**config.mk**
```make
export PLATFORM = sky130hd
export DESIGN_NAME = programmed_io_channel_attach
export DESIGN_NICKNAME = d
export VERILOG_FILES = /design/src/hdl/dpt_pkg.sv /design/src/hdl/programmed_io_channel_attach.sv /design/src/hdl/sig_sync.sv /design/src/hdl/cmd_decode.sv
export VERILOG_INCLUDE_DIRS = /design/src /design/src/hdl
export SDC_FILE = /design/constraint.sdc
export NUM_CORES = 1
export LEC_CHECK = 0
export BUFFER_PORTS_ARGS = -buffer_cell sky130_fd_sc_hd__buf_2
export CORE_ASPECT_RATIO = 1.2
export CORE_MARGIN = 2
export CORE_UTILIZATION = 30
export CTS_CLUSTER_DIAMETER = 100
export DETAILED_ROUTE_END_ITERATION = 10
export HOLD_SLACK_MARGIN = 0.1
export REMOVE_ABC_BUFFERS = 1
export SYNTH_ARGS = -nofsm -noshare
export SYNTH_HDL_FRONTEND = slang
export SYNTH_SLANG_ARGS = --single-unit
```
**constraint.sdc**
```tcl
create_clock -name CLOCK -period 2.4 [get_ports CLOCK]
set_input_delay 0.48 -clock CLOCK [delete_from_list [all_inputs] [get_ports CLOCK]]
set_output_delay 0.48 -clock CLOCK [all_outputs]
set_load 0.01 [all_outputs]
```
**src/hdl/dpt_params.svh**
```systemverilog
// timing, field and encoding constants for the programmed transfer attachment
`ifndef DPT_PARAMS_SVH
`define DPT_PARAMS_SVH

`define CLK_PERIOD_NS   50
`define T_AGR_MAX_NS    3000
`define T_DROP_MAX_NS   3000
`define AGR_MAX_CYC     (`T_AGR_MAX_NS / `CLK_PERIOD_NS)
`define DROP_MAX_CYC    (`T_DROP_MAX_NS / `CLK_PERIOD_NS)

`define ADDR_W          16
`define DATA_W          16
`define CODE_W          8
`define CC_W            3
`define LVL_W           4
`define LEVELS          16
`define PAR_W           2

`define CMD_MSB         7
`define CMD_LSB         0
`define DEVADDR_MSB     15
`define DEVADDR_LSB     8
`define CMD_DIR_BIT     7

`define TAG_SEL         0
`define TAG_AG          1
`define TAG_DS          2
`define TAG_HALT        3
`define TAG_N           4
`define BUS_SYNC_W      42

`define CODE_WRITE_DATA 8'h01
`define CODE_PREPARE    8'h02
`define CODE_DEV_RESET  8'h03
`define CODE_READ_DATA  8'h81
`define CODE_READ_STAT  8'h82

`define CC_NONE         3'h0
`define CC_BUSY         3'h1
`define CC_REJECT       3'h2
`define CC_PARITY       3'h3
`define CC_OK           3'h7

`define PREP_LVL_MSB    3
`define PREP_LVL_LSB    0
`define PREP_EN_BIT     4
`define STAT_PEND_BIT   5

`endif

```
**src/hdl/dpt_pkg.sv**
```systemverilog
// types shared by the programmed transfer attachment
`include "dpt_params.svh"
package dpt_pkg;

    typedef enum logic [5:0] {
        ST_IDLE     = 6'h01,
        ST_SELECTED = 6'h02,
        ST_DRIVE    = 6'h04,
        ST_RETURN   = 6'h08,
        ST_RELEASE  = 6'h10,
        ST_FINISH   = 6'h20
    } seq_state_t;

    typedef struct packed {
        logic [`CODE_W-1:0] code;
        logic [`DATA_W-1:0] data;
        logic [`PAR_W-1:0]  par;
    } command_t;

    typedef struct packed {
        logic             accept;
        logic             is_read;
        logic             is_reset;
        logic             is_prepare;
        logic             is_status;
        logic [`CC_W-1:0] cc;
    } verdict_t;

endpackage

```
**src/hdl/programmed_io_channel_attach.sv**
```systemverilog
// device-side attachment for programmed transfers on the service group
// Contract
// - one sequence moves exactly one byte or word
// - select on line 16 when lines 8-15 match
// - decode command, check write parity, form condition code
// - selection and examination alone change nothing
// - writes act on strobe, except device reset
// - reset or prepare fixes request before strobe drops
// - drive condition code and read data before return
// - hold code and data until gate, strobe drop
// - raise gate return within 3 us of gate
// - release buses, then drop return within 3 us
// - finish all command actions before return drops
// - interrupt poll inhibits other sequences until serviced; there is no poll logic here, only a sequence in progress or a machine check inhibits selection
// - burst cycle steal blocks all other sequences; there is no burst logic here, only a sequence in progress or a machine check blocks a selection
// - service and poll groups handled independently
// - machine check clears logic, keeps prepare level
`timescale 1ns/1ns
`default_nettype none
`include "dpt_params.svh"
module programmed_io_channel_attach (
    input  wire logic                CLOCK,
    input  wire logic                SRST,
    input  wire logic [`ADDR_W-1:0]  ADDR_IN,
    input  wire logic                ADDR_SEL_IN,
    input  wire logic [`DATA_W-1:0]  DATA_IN,
    input  wire logic [`PAR_W-1:0]   DATA_PAR_IN,
    input  wire logic                ADDR_GATE,
    input  wire logic                DATA_STROBE,
    input  wire logic                MACHINE_CHECK_TAG,
    input  wire logic [`CODE_W-1:0]  DEVICE_ADDR,
    input  wire logic [`DATA_W-1:0]  RD_DATA,
    input  wire logic                USER_BUSY,
    input  wire logic                INT_EVENT,
    output logic                     ADDR_GATE_RETURN,
    output logic [`CC_W-1:0]         CC_OUT,
    output logic                     CC_OE,
    output logic [`DATA_W-1:0]       DATA_OUT,
    output logic [`PAR_W-1:0]        DATA_PAR_OUT,
    output logic                     DATA_OE,
    output logic [`LEVELS-1:0]       REQUEST_OUT,
    output logic                     CMD_STROBE,
    output logic [`CODE_W-1:0]       CMD_CODE,
    output logic [`DATA_W-1:0]       CMD_DATA,
    output logic                     DEVICE_RESET
);
    localparam int AGR_MAX  = `AGR_MAX_CYC;
    localparam int DROP_MAX = `DROP_MAX_CYC;

    dpt_pkg::seq_state_t state;
    dpt_pkg::seq_state_t next_state;
    dpt_pkg::command_t   cmd;
    dpt_pkg::command_t   next_cmd;
    dpt_pkg::verdict_t   verdict;
    dpt_pkg::verdict_t   vreg;
    dpt_pkg::verdict_t   next_vreg;

    logic [`TAG_N-1:0]      tag_q;
    logic [`TAG_N-1:0]      tag_rise;
    logic [`BUS_SYNC_W-1:0] bus_q;
    logic                   acted;
    logic                   pending;
    logic                   prep_en;
    logic [`LVL_W-1:0]      prep_lvl;
    logic                   next_pending;
    logic                   next_en;
    logic [`LVL_W-1:0]      next_lvl;
    logic [`LEVELS-1:0]     next_request;

    // tags and buses both pass two stages; the gate deskew covers the skew
    sig_sync #(.WIDTH(`TAG_N)) u_tag_sync (
        .clk  (CLOCK),
        .srst (SRST),
        .din  ({MACHINE_CHECK_TAG, DATA_STROBE, ADDR_GATE, ADDR_SEL_IN}),
        .q    (tag_q),
        .rise (tag_rise),
        .fall ()
    );

    sig_sync #(.WIDTH(`BUS_SYNC_W)) u_bus_sync (
        .clk  (CLOCK),
        .srst (SRST),
        .din  ({DEVICE_ADDR, DATA_PAR_IN, DATA_IN, ADDR_IN}),
        .q    (bus_q),
        .rise (),
        .fall ()
    );

    wire [`ADDR_W-1:0] addr_q = bus_q[`ADDR_W-1:0];
    wire [`DATA_W-1:0] data_q = bus_q[`ADDR_W +: `DATA_W];
    wire [`PAR_W-1:0]  par_q  = bus_q[`ADDR_W+`DATA_W +: `PAR_W];
    wire [`CODE_W-1:0] dev_q  = bus_q[`BUS_SYNC_W-1 -: `CODE_W];

    wire sel_q   = tag_q[`TAG_SEL];
    wire ag_q    = tag_q[`TAG_AG];
    wire ds_q    = tag_q[`TAG_DS];
    wire halt_q  = tag_q[`TAG_HALT];
    wire ag_rise = tag_rise[`TAG_AG];
    wire ds_rise = tag_rise[`TAG_DS];

    wire addr_match = addr_q[`DEVADDR_MSB:`DEVADDR_LSB] == dev_q;
    wire selecting  = sel_q & addr_match & ~halt_q;

    cmd_decode u_decode (
        .cmd     (cmd),
        .busy    (USER_BUSY),
        .verdict (verdict)
    );

    // only this handshake lives here; poll-group logic never stalls it
    always_comb begin
        next_state = state;
        unique case (state)
            dpt_pkg::ST_IDLE:
                if (selecting) next_state = dpt_pkg::ST_SELECTED;
            dpt_pkg::ST_SELECTED:
                // gate never came: channel gave up and dropped the buses
                if (!sel_q) next_state = dpt_pkg::ST_IDLE;
                else if (ag_rise) next_state = dpt_pkg::ST_DRIVE;
            dpt_pkg::ST_DRIVE:
                next_state = dpt_pkg::ST_RETURN;
            dpt_pkg::ST_RETURN:
                // strobe may never come on a read parity error
                if (!ag_q && !ds_q) next_state = dpt_pkg::ST_RELEASE;
            dpt_pkg::ST_RELEASE:
                next_state = dpt_pkg::ST_FINISH;
            dpt_pkg::ST_FINISH:
                // wait for line 16 to drop so the held bus cannot reselect
                if (!sel_q) next_state = dpt_pkg::ST_IDLE;
            default:
                next_state = dpt_pkg::ST_IDLE;
        endcase
        if (halt_q) next_state = dpt_pkg::ST_IDLE;
    end

    // a selection is taken from idle whenever line 16 is up, lines 8-15 match and no machine check is up
    wire enter_select = (state == dpt_pkg::ST_IDLE) && selecting;
    wire enter_drive  = (state == dpt_pkg::ST_SELECTED) && sel_q
                        && ag_rise && !halt_q;
    wire drive_next   = (next_state == dpt_pkg::ST_DRIVE)
                        || (next_state == dpt_pkg::ST_RETURN);
    wire agr_next     = (next_state == dpt_pkg::ST_RETURN)
                        || (next_state == dpt_pkg::ST_RELEASE);

    // device reset is the one command that acts on the gate
    wire reset_fire = enter_drive && verdict.accept && verdict.is_reset;
    // everything else acts once, on the strobe, inside the return window
    wire act_fire   = (state == dpt_pkg::ST_RETURN) && ds_rise && !acted
                      && vreg.accept && !vreg.is_reset && !halt_q;
    wire prep_fire  = act_fire && vreg.is_prepare;
    wire user_fire  = act_fire && !vreg.is_prepare && !vreg.is_status;

    assign next_cmd  = enter_select ?
                       dpt_pkg::command_t'{code: addr_q[`CMD_MSB:`CMD_LSB],
                         data: data_q, par: par_q} : cmd;
    assign next_vreg = enter_drive ? verdict : vreg;

    wire [`DATA_W-1:0] status_word = {{(`DATA_W-`STAT_PEND_BIT-1){1'b0}},
                                      pending, prep_en, prep_lvl};
    wire [`DATA_W-1:0] rd_word     = verdict.is_status ? status_word : RD_DATA;
    wire [`PAR_W-1:0]  rd_par      = {~^rd_word[15:8], ~^rd_word[7:0]};

    // a new event in the clearing cycle survives the clear
    assign next_pending = INT_EVENT | (pending & ~reset_fire & ~halt_q);
    // prepare level and enable survive a machine check
    assign next_en  = prep_fire ? cmd.data[`PREP_EN_BIT] : prep_en;
    assign next_lvl = prep_fire ? cmd.data[`PREP_LVL_MSB:`PREP_LVL_LSB]
                                : prep_lvl;

    genvar lv;
    generate
        for (lv = 0; lv < `LEVELS; lv++) begin : g_req
            // request follows the new level in the same edge as prepare
            assign next_request[lv] = next_pending & next_en
                                      & (next_lvl == `LVL_W'(lv));
        end
    endgenerate

    always_ff @(posedge CLOCK) begin
        if (SRST) begin
            state <= dpt_pkg::ST_IDLE;
            cmd   <= '0;
            vreg  <= '0;
            acted <= 1'b0;
        end else begin
            state <= next_state;
            cmd   <= next_cmd;
            vreg  <= next_vreg;
            acted <= (next_state != dpt_pkg::ST_IDLE) & (acted | act_fire);
        end
    end

    always_ff @(posedge CLOCK) begin
        if (SRST) begin
            CC_OE            <= 1'b0;
            CC_OUT           <= `CC_NONE;
            DATA_OE          <= 1'b0;
            DATA_OUT         <= '0;
            DATA_PAR_OUT     <= '0;
            ADDR_GATE_RETURN <= 1'b0;
        end else begin
            CC_OE            <= drive_next;
            CC_OUT           <= drive_next ? next_vreg.cc : `CC_NONE;
            DATA_OE          <= drive_next & next_vreg.accept
                                & next_vreg.is_read;
            DATA_OUT         <= !drive_next ? '0 :
                                enter_drive ? rd_word : DATA_OUT;
            DATA_PAR_OUT     <= !drive_next ? '0 :
                                enter_drive ? rd_par : DATA_PAR_OUT;
            ADDR_GATE_RETURN <= agr_next;
        end
    end

    // strobe actions land on the strobe edge, device reset on the gate edge, well before return falls
    always_ff @(posedge CLOCK) begin
        if (SRST) begin
            pending      <= 1'b0;
            prep_en      <= 1'b0;
            prep_lvl     <= '0;
            REQUEST_OUT  <= '0;
            CMD_STROBE   <= 1'b0;
            CMD_CODE     <= '0;
            CMD_DATA     <= '0;
            DEVICE_RESET <= 1'b0;
        end else begin
            pending      <= next_pending;
            prep_en      <= next_en;
            prep_lvl     <= next_lvl;
            REQUEST_OUT  <= next_request;
            CMD_STROBE   <= user_fire;
            CMD_CODE     <= user_fire ? cmd.code : CMD_CODE;
            CMD_DATA     <= user_fire ? cmd.data : CMD_DATA;
            DEVICE_RESET <= reset_fire;
        end
    end

    // checks
    logic [1:0] xfer_count;
    always_ff @(posedge CLOCK) begin
        if (SRST || state == dpt_pkg::ST_IDLE) xfer_count <= '0;
        else if (act_fire && xfer_count != 2'h3) begin
            xfer_count <= xfer_count + 2'h1;
        end
    end
endmodule
`default_nettype wire

```
**src/hdl/sig_sync.sv**
```systemverilog
// two-stage synchroniser with edge flags, one lane per bit
`timescale 1ns/1ns
`default_nettype none
module sig_sync #(
    parameter int WIDTH = 1
) (
    input  wire logic             clk,
    input  wire logic             srst,
    input  wire logic [WIDTH-1:0] din,
    output logic      [WIDTH-1:0] q,
    output logic      [WIDTH-1:0] rise,
    output logic      [WIDTH-1:0] fall
);
    logic [WIDTH-1:0] meta;
    logic [WIDTH-1:0] q_d;

    genvar i;
    generate
        for (i = 0; i < WIDTH; i++) begin : g_lane
            always_ff @(posedge clk) begin
                if (srst) begin
                    meta[i] <= 1'b0;
                    q[i]    <= 1'b0;
                    q_d[i]  <= 1'b0;
                end else begin
                    meta[i] <= din[i];
                    q[i]    <= meta[i];
                    q_d[i]  <= q[i];
                end
            end
            assign rise[i] = q[i] & ~q_d[i];
            assign fall[i] = ~q[i] & q_d[i];
        end
    endgenerate
endmodule
`default_nettype wire

```
**src/hdl/cmd_decode.sv**
```systemverilog
// command examination: acceptance, parity and condition code
`timescale 1ns/1ns
`default_nettype none
`include "dpt_params.svh"
module cmd_decode (
    input  wire dpt_pkg::command_t cmd,
    input  wire logic              busy,
    output var  dpt_pkg::verdict_t verdict
);
    wire is_read   = cmd.code[`CMD_DIR_BIT];
    wire is_wr     = cmd.code == `CODE_WRITE_DATA;
    wire is_prep   = cmd.code == `CODE_PREPARE;
    wire is_reset  = cmd.code == `CODE_DEV_RESET;
    wire is_rd     = cmd.code == `CODE_READ_DATA;
    wire is_stat   = cmd.code == `CODE_READ_STAT;
    wire known     = is_wr | is_prep | is_reset | is_rd | is_stat;
    // odd parity on each byte, checked on writes only
    wire par_hi_ok = cmd.par[1] == ~^cmd.data[15:8];
    wire par_lo_ok = cmd.par[0] == ~^cmd.data[7:0];
    wire par_ok    = is_read | (par_hi_ok & par_lo_ok);
    // reset and status reads are honoured even when the user side is busy
    wire blocked   = busy & ~is_reset & ~is_stat;

    wire [`CC_W-1:0] cc = !known  ? `CC_REJECT :
                          !par_ok ? `CC_PARITY :
                          blocked ? `CC_BUSY   : `CC_OK;

    assign verdict.accept     = cc == `CC_OK;
    assign verdict.is_read    = is_read;
    assign verdict.is_reset   = is_reset;
    assign verdict.is_prepare = is_prep;
    assign verdict.is_status  = is_stat;
    assign verdict.cc         = cc;
endmodule
`default_nettype wire

```
==> run summary <==
Pwr Total = 7.54 mW
CTS Root Cell = clkbuf_16
dominant synthesized flop cell = dfxtp_1
placed inst area = 0.00862 mm²
largest net degree at the start of global routing = 102
GRT overflow = 0
sequential area share after synthesis = 0.556
drt first pass iters = 4
RSZ-0062 raised after global routing = yes
Core ar. = 0.0246 mm²
Data arrival, critical path = 2.75 ns
worst slack at placement = -0.00565 ns
P_sw = 1.51 mW
post-route setup slack = 0.0102 ns
Synth Instances = 749
hpwl dp = 11100 µm
Total Routed Length = 16200 µm
Via density = 4.40
buffer depth of the longest clock path = 3
GRT Util Overall = 0.122
Sw Share = 0.200
initial antenna violation count = 1
DRC viols = 0
DR vias = 5393
Slew Viols, Final = 0
Setup Viol. Count Final = 0
top-area cell type share of the netlist area = 0.556
Synth Warn # = 0
Layout Skew = 0.0192 ns
drt initial violations = 198
CP required = 2.76 ns
CTS tree = done
CTS clock-pin slew for the worst setup and hold paths = 0.06 ns
Die W = 148 µm
Hold Path Class = primary input to flip-flop
RD Place Congestion = 0.783
synthesized area = 0.00745 mm²
Worst-Skew Late Latency = 0.50 ns
static leakage = 3.74 nW
Ports = 132
P_int = 6.03 mW
P per Cell Area = 799 mW/mm²
Final #Nets = 951
total clock sinks = 207
period utilisation layout = 0.996
status = completed
H-tree depth = 1
f_max = 418 MHz
Unique masters post-synth = 51
PortBufs = 131
sequential power share = 0.469
Gate power share = 0.036
WL/cell = 13.2 µm
total CTS buffers = 22
vias in the first global route = 5084
top post-synthesis cells by area = dfxtp_1 56%, nor2b_1 8.4%, mux2i_1 5.2%
Worst VDD drop = 483 µV
syn_area_per_cell = 9.95 µm²
final instance area = 0.00944 mm²
Final Hold Viols = 0
Post-synth EDFFs = 0
CP Class = flip-flop to flip-flop
antenna-violating nets left = 0
Tmin final = 2.39 ns
Starting Density = 0.303
startpoint types = flip-flop
area of the die = 0.0261 mm²
first-pass GRT wire length = 25900 µm
Slew HR = 0.623
# rows = 63
Layout Utilization = 0.384
post-synth top area cell = dfxtp_1
crit path max fanout = 16
max capacitance violation total = 0
layout cells sized above 1 = 0.240
#FFs+latches synth = 207
asr flop ratio synth = 0
CP Capture Type = flip-flop
clock power share = 0.495
die height = 177 µm
area delta synth->final = 26.7%
Worst Tran Pin Value = 0.565 ns
-- worst max-delay path, stage by stage (launching register included) --
cell and delay [ns]:
dfxtp_1 0.31, or4_4 0.54, or4_4 0.51, or4_4 0.54, nor3_4 0.16, buf_12 0.16, nor3_1 0.05
-- flip-flops by register name (all words and copies together) (netlist names), 8 cells and up --
register and cells:
CMD_CODE 8, CMD_DATA 16, DATA_OUT 16, REQUEST_OUT 16
cmd 26, u_bus_sync.meta 42, u_bus_sync.q 42, vreg 8
-- kinds of logic (layout without fill, tap and decap cells) --
kind of cell    after synthesis  after routing  share of synthesized area
simple gates                332            332                      0.239
other cells                   0              1                          0
flops                       207            207                      0.556
xor+xnor                     40             40                     0.0544
buf+inv                      51            203                     0.0279
compound gates               77             77                     0.0661
mux                          42             42                     0.0569
-- area by class of cell --
class / count / area (µm²)
Antenna cell: 1 / 2.50
Inverter: 4 / 15.0
Multi-Input combinational cell: 491 / 3110
Clock buffer: 27 / 621
Sequential cell: 207 / 4140
Tap cell: 325 / 407
Timing Repair Buffer: 159 / 943
Clock inverter: 13 / 200
Fill cell: 2465 / 15200
-- power by group through the flow --
stage                     clock (mW)  combinational [mW]  sequential (mW)
after CTS                       3.85               0.279             3.54
final                           3.73               0.272             3.54
after floorplan                    0               0.144             3.61
after global placement             0               0.275             3.61
after global routing            4.00               0.306             3.54
after detailed placement           0               0.277             3.61
-- cells in the mapped netlist, types with 3 or more instances --
cell      instances
dfxtp_1         207
nor2b_1         100
nor2_1           73
nand2_1          68
clkbuf_1         41
mux2i_1          39
a21oi_1          32
xnor2_1          32
nor3_1           24
nor4_1           13
a211oi_1         11
a22oi_1          10
o21ai_0           9
nand2b_1          5
nand3_1           5
or4_1             5
and2_1            4
inv_1             4
nand3b_1          4
nand4_1           4
nor3b_1           4
nor4b_1           4
o21bai_1          4
xnor3_1           4
xor2_1            4
buf_1             3
mux2_2            3
o21ba_2           3
or2_2             3
or4_4             3
-- routing by layer --
metal,vias up,track usage,share of wire
met1,2449,0.152,0.45
met2,133,0.209,0.47
met4,0,0.0373,0.019
met5,-,0,0
li1,2785,-,-
met3,26,0.0281,0.061
-- worst paths after layout --
kind	startpoint	endpoint	slack [ns]	cells after the start
min	DATA_IN[15]	u_bus_sync.meta[31]$_SDFF_PP0_	0.19	2
max reg2reg	state[4]$_SDFF_PP0_	pending$_SDFF_PP0_	0.01	6
max	state[4]$_SDFF_PP0_	pending$_SDFF_PP0_	0.01	6
min reg2reg	u_bus_sync.meta[20]$_SDFF_PP0_	u_bus_sync.q[20]$_SDFF_PP0_	0.43	1
-- repair_timing --
item / CTS / global route
buffers inserted: 0 / 0
resized for setup: 0 / 0
endpoints found under the setup margin: 3 / 16
hold buffers: 0 / 0
-- stage by stage --
stage / hold WS (ns) / TNS [ns] / instances
final: 0.186 / 0 / 1227
after global routing: 0.169 / -0.929 / 1226
after detailed placement: 0.420 / -0.00876 / 1186
after CTS: 0.164 / -0.0176 / 1226
after global placement: 0.418 / 0 / 1186
after floorplan: 0.414 / -69.49 / 702
-- cells in the final DEF, fill, tap and decap left out, types with 5 or more instances in the layout --
cell / instances
dfxtp_1: 207
buf_2: 130
nor2b_1: 100
nor2_1: 73
nand2_1: 68
mux2i_1: 39
a21oi_1: 32
xnor2_1: 32
nor3_1: 24
clkbuf_16: 23
buf_4: 23
nor4_1: 12
a211oi_1: 11
a22oi_1: 10
o21ai_0: 9
buf_12: 6
nand2b_1: 5
or4_1: 5
nand3_1: 5
bufinv_16: 5
clkinv_2: 5
No activity file was read; power rests on OpenSTA's default activity.
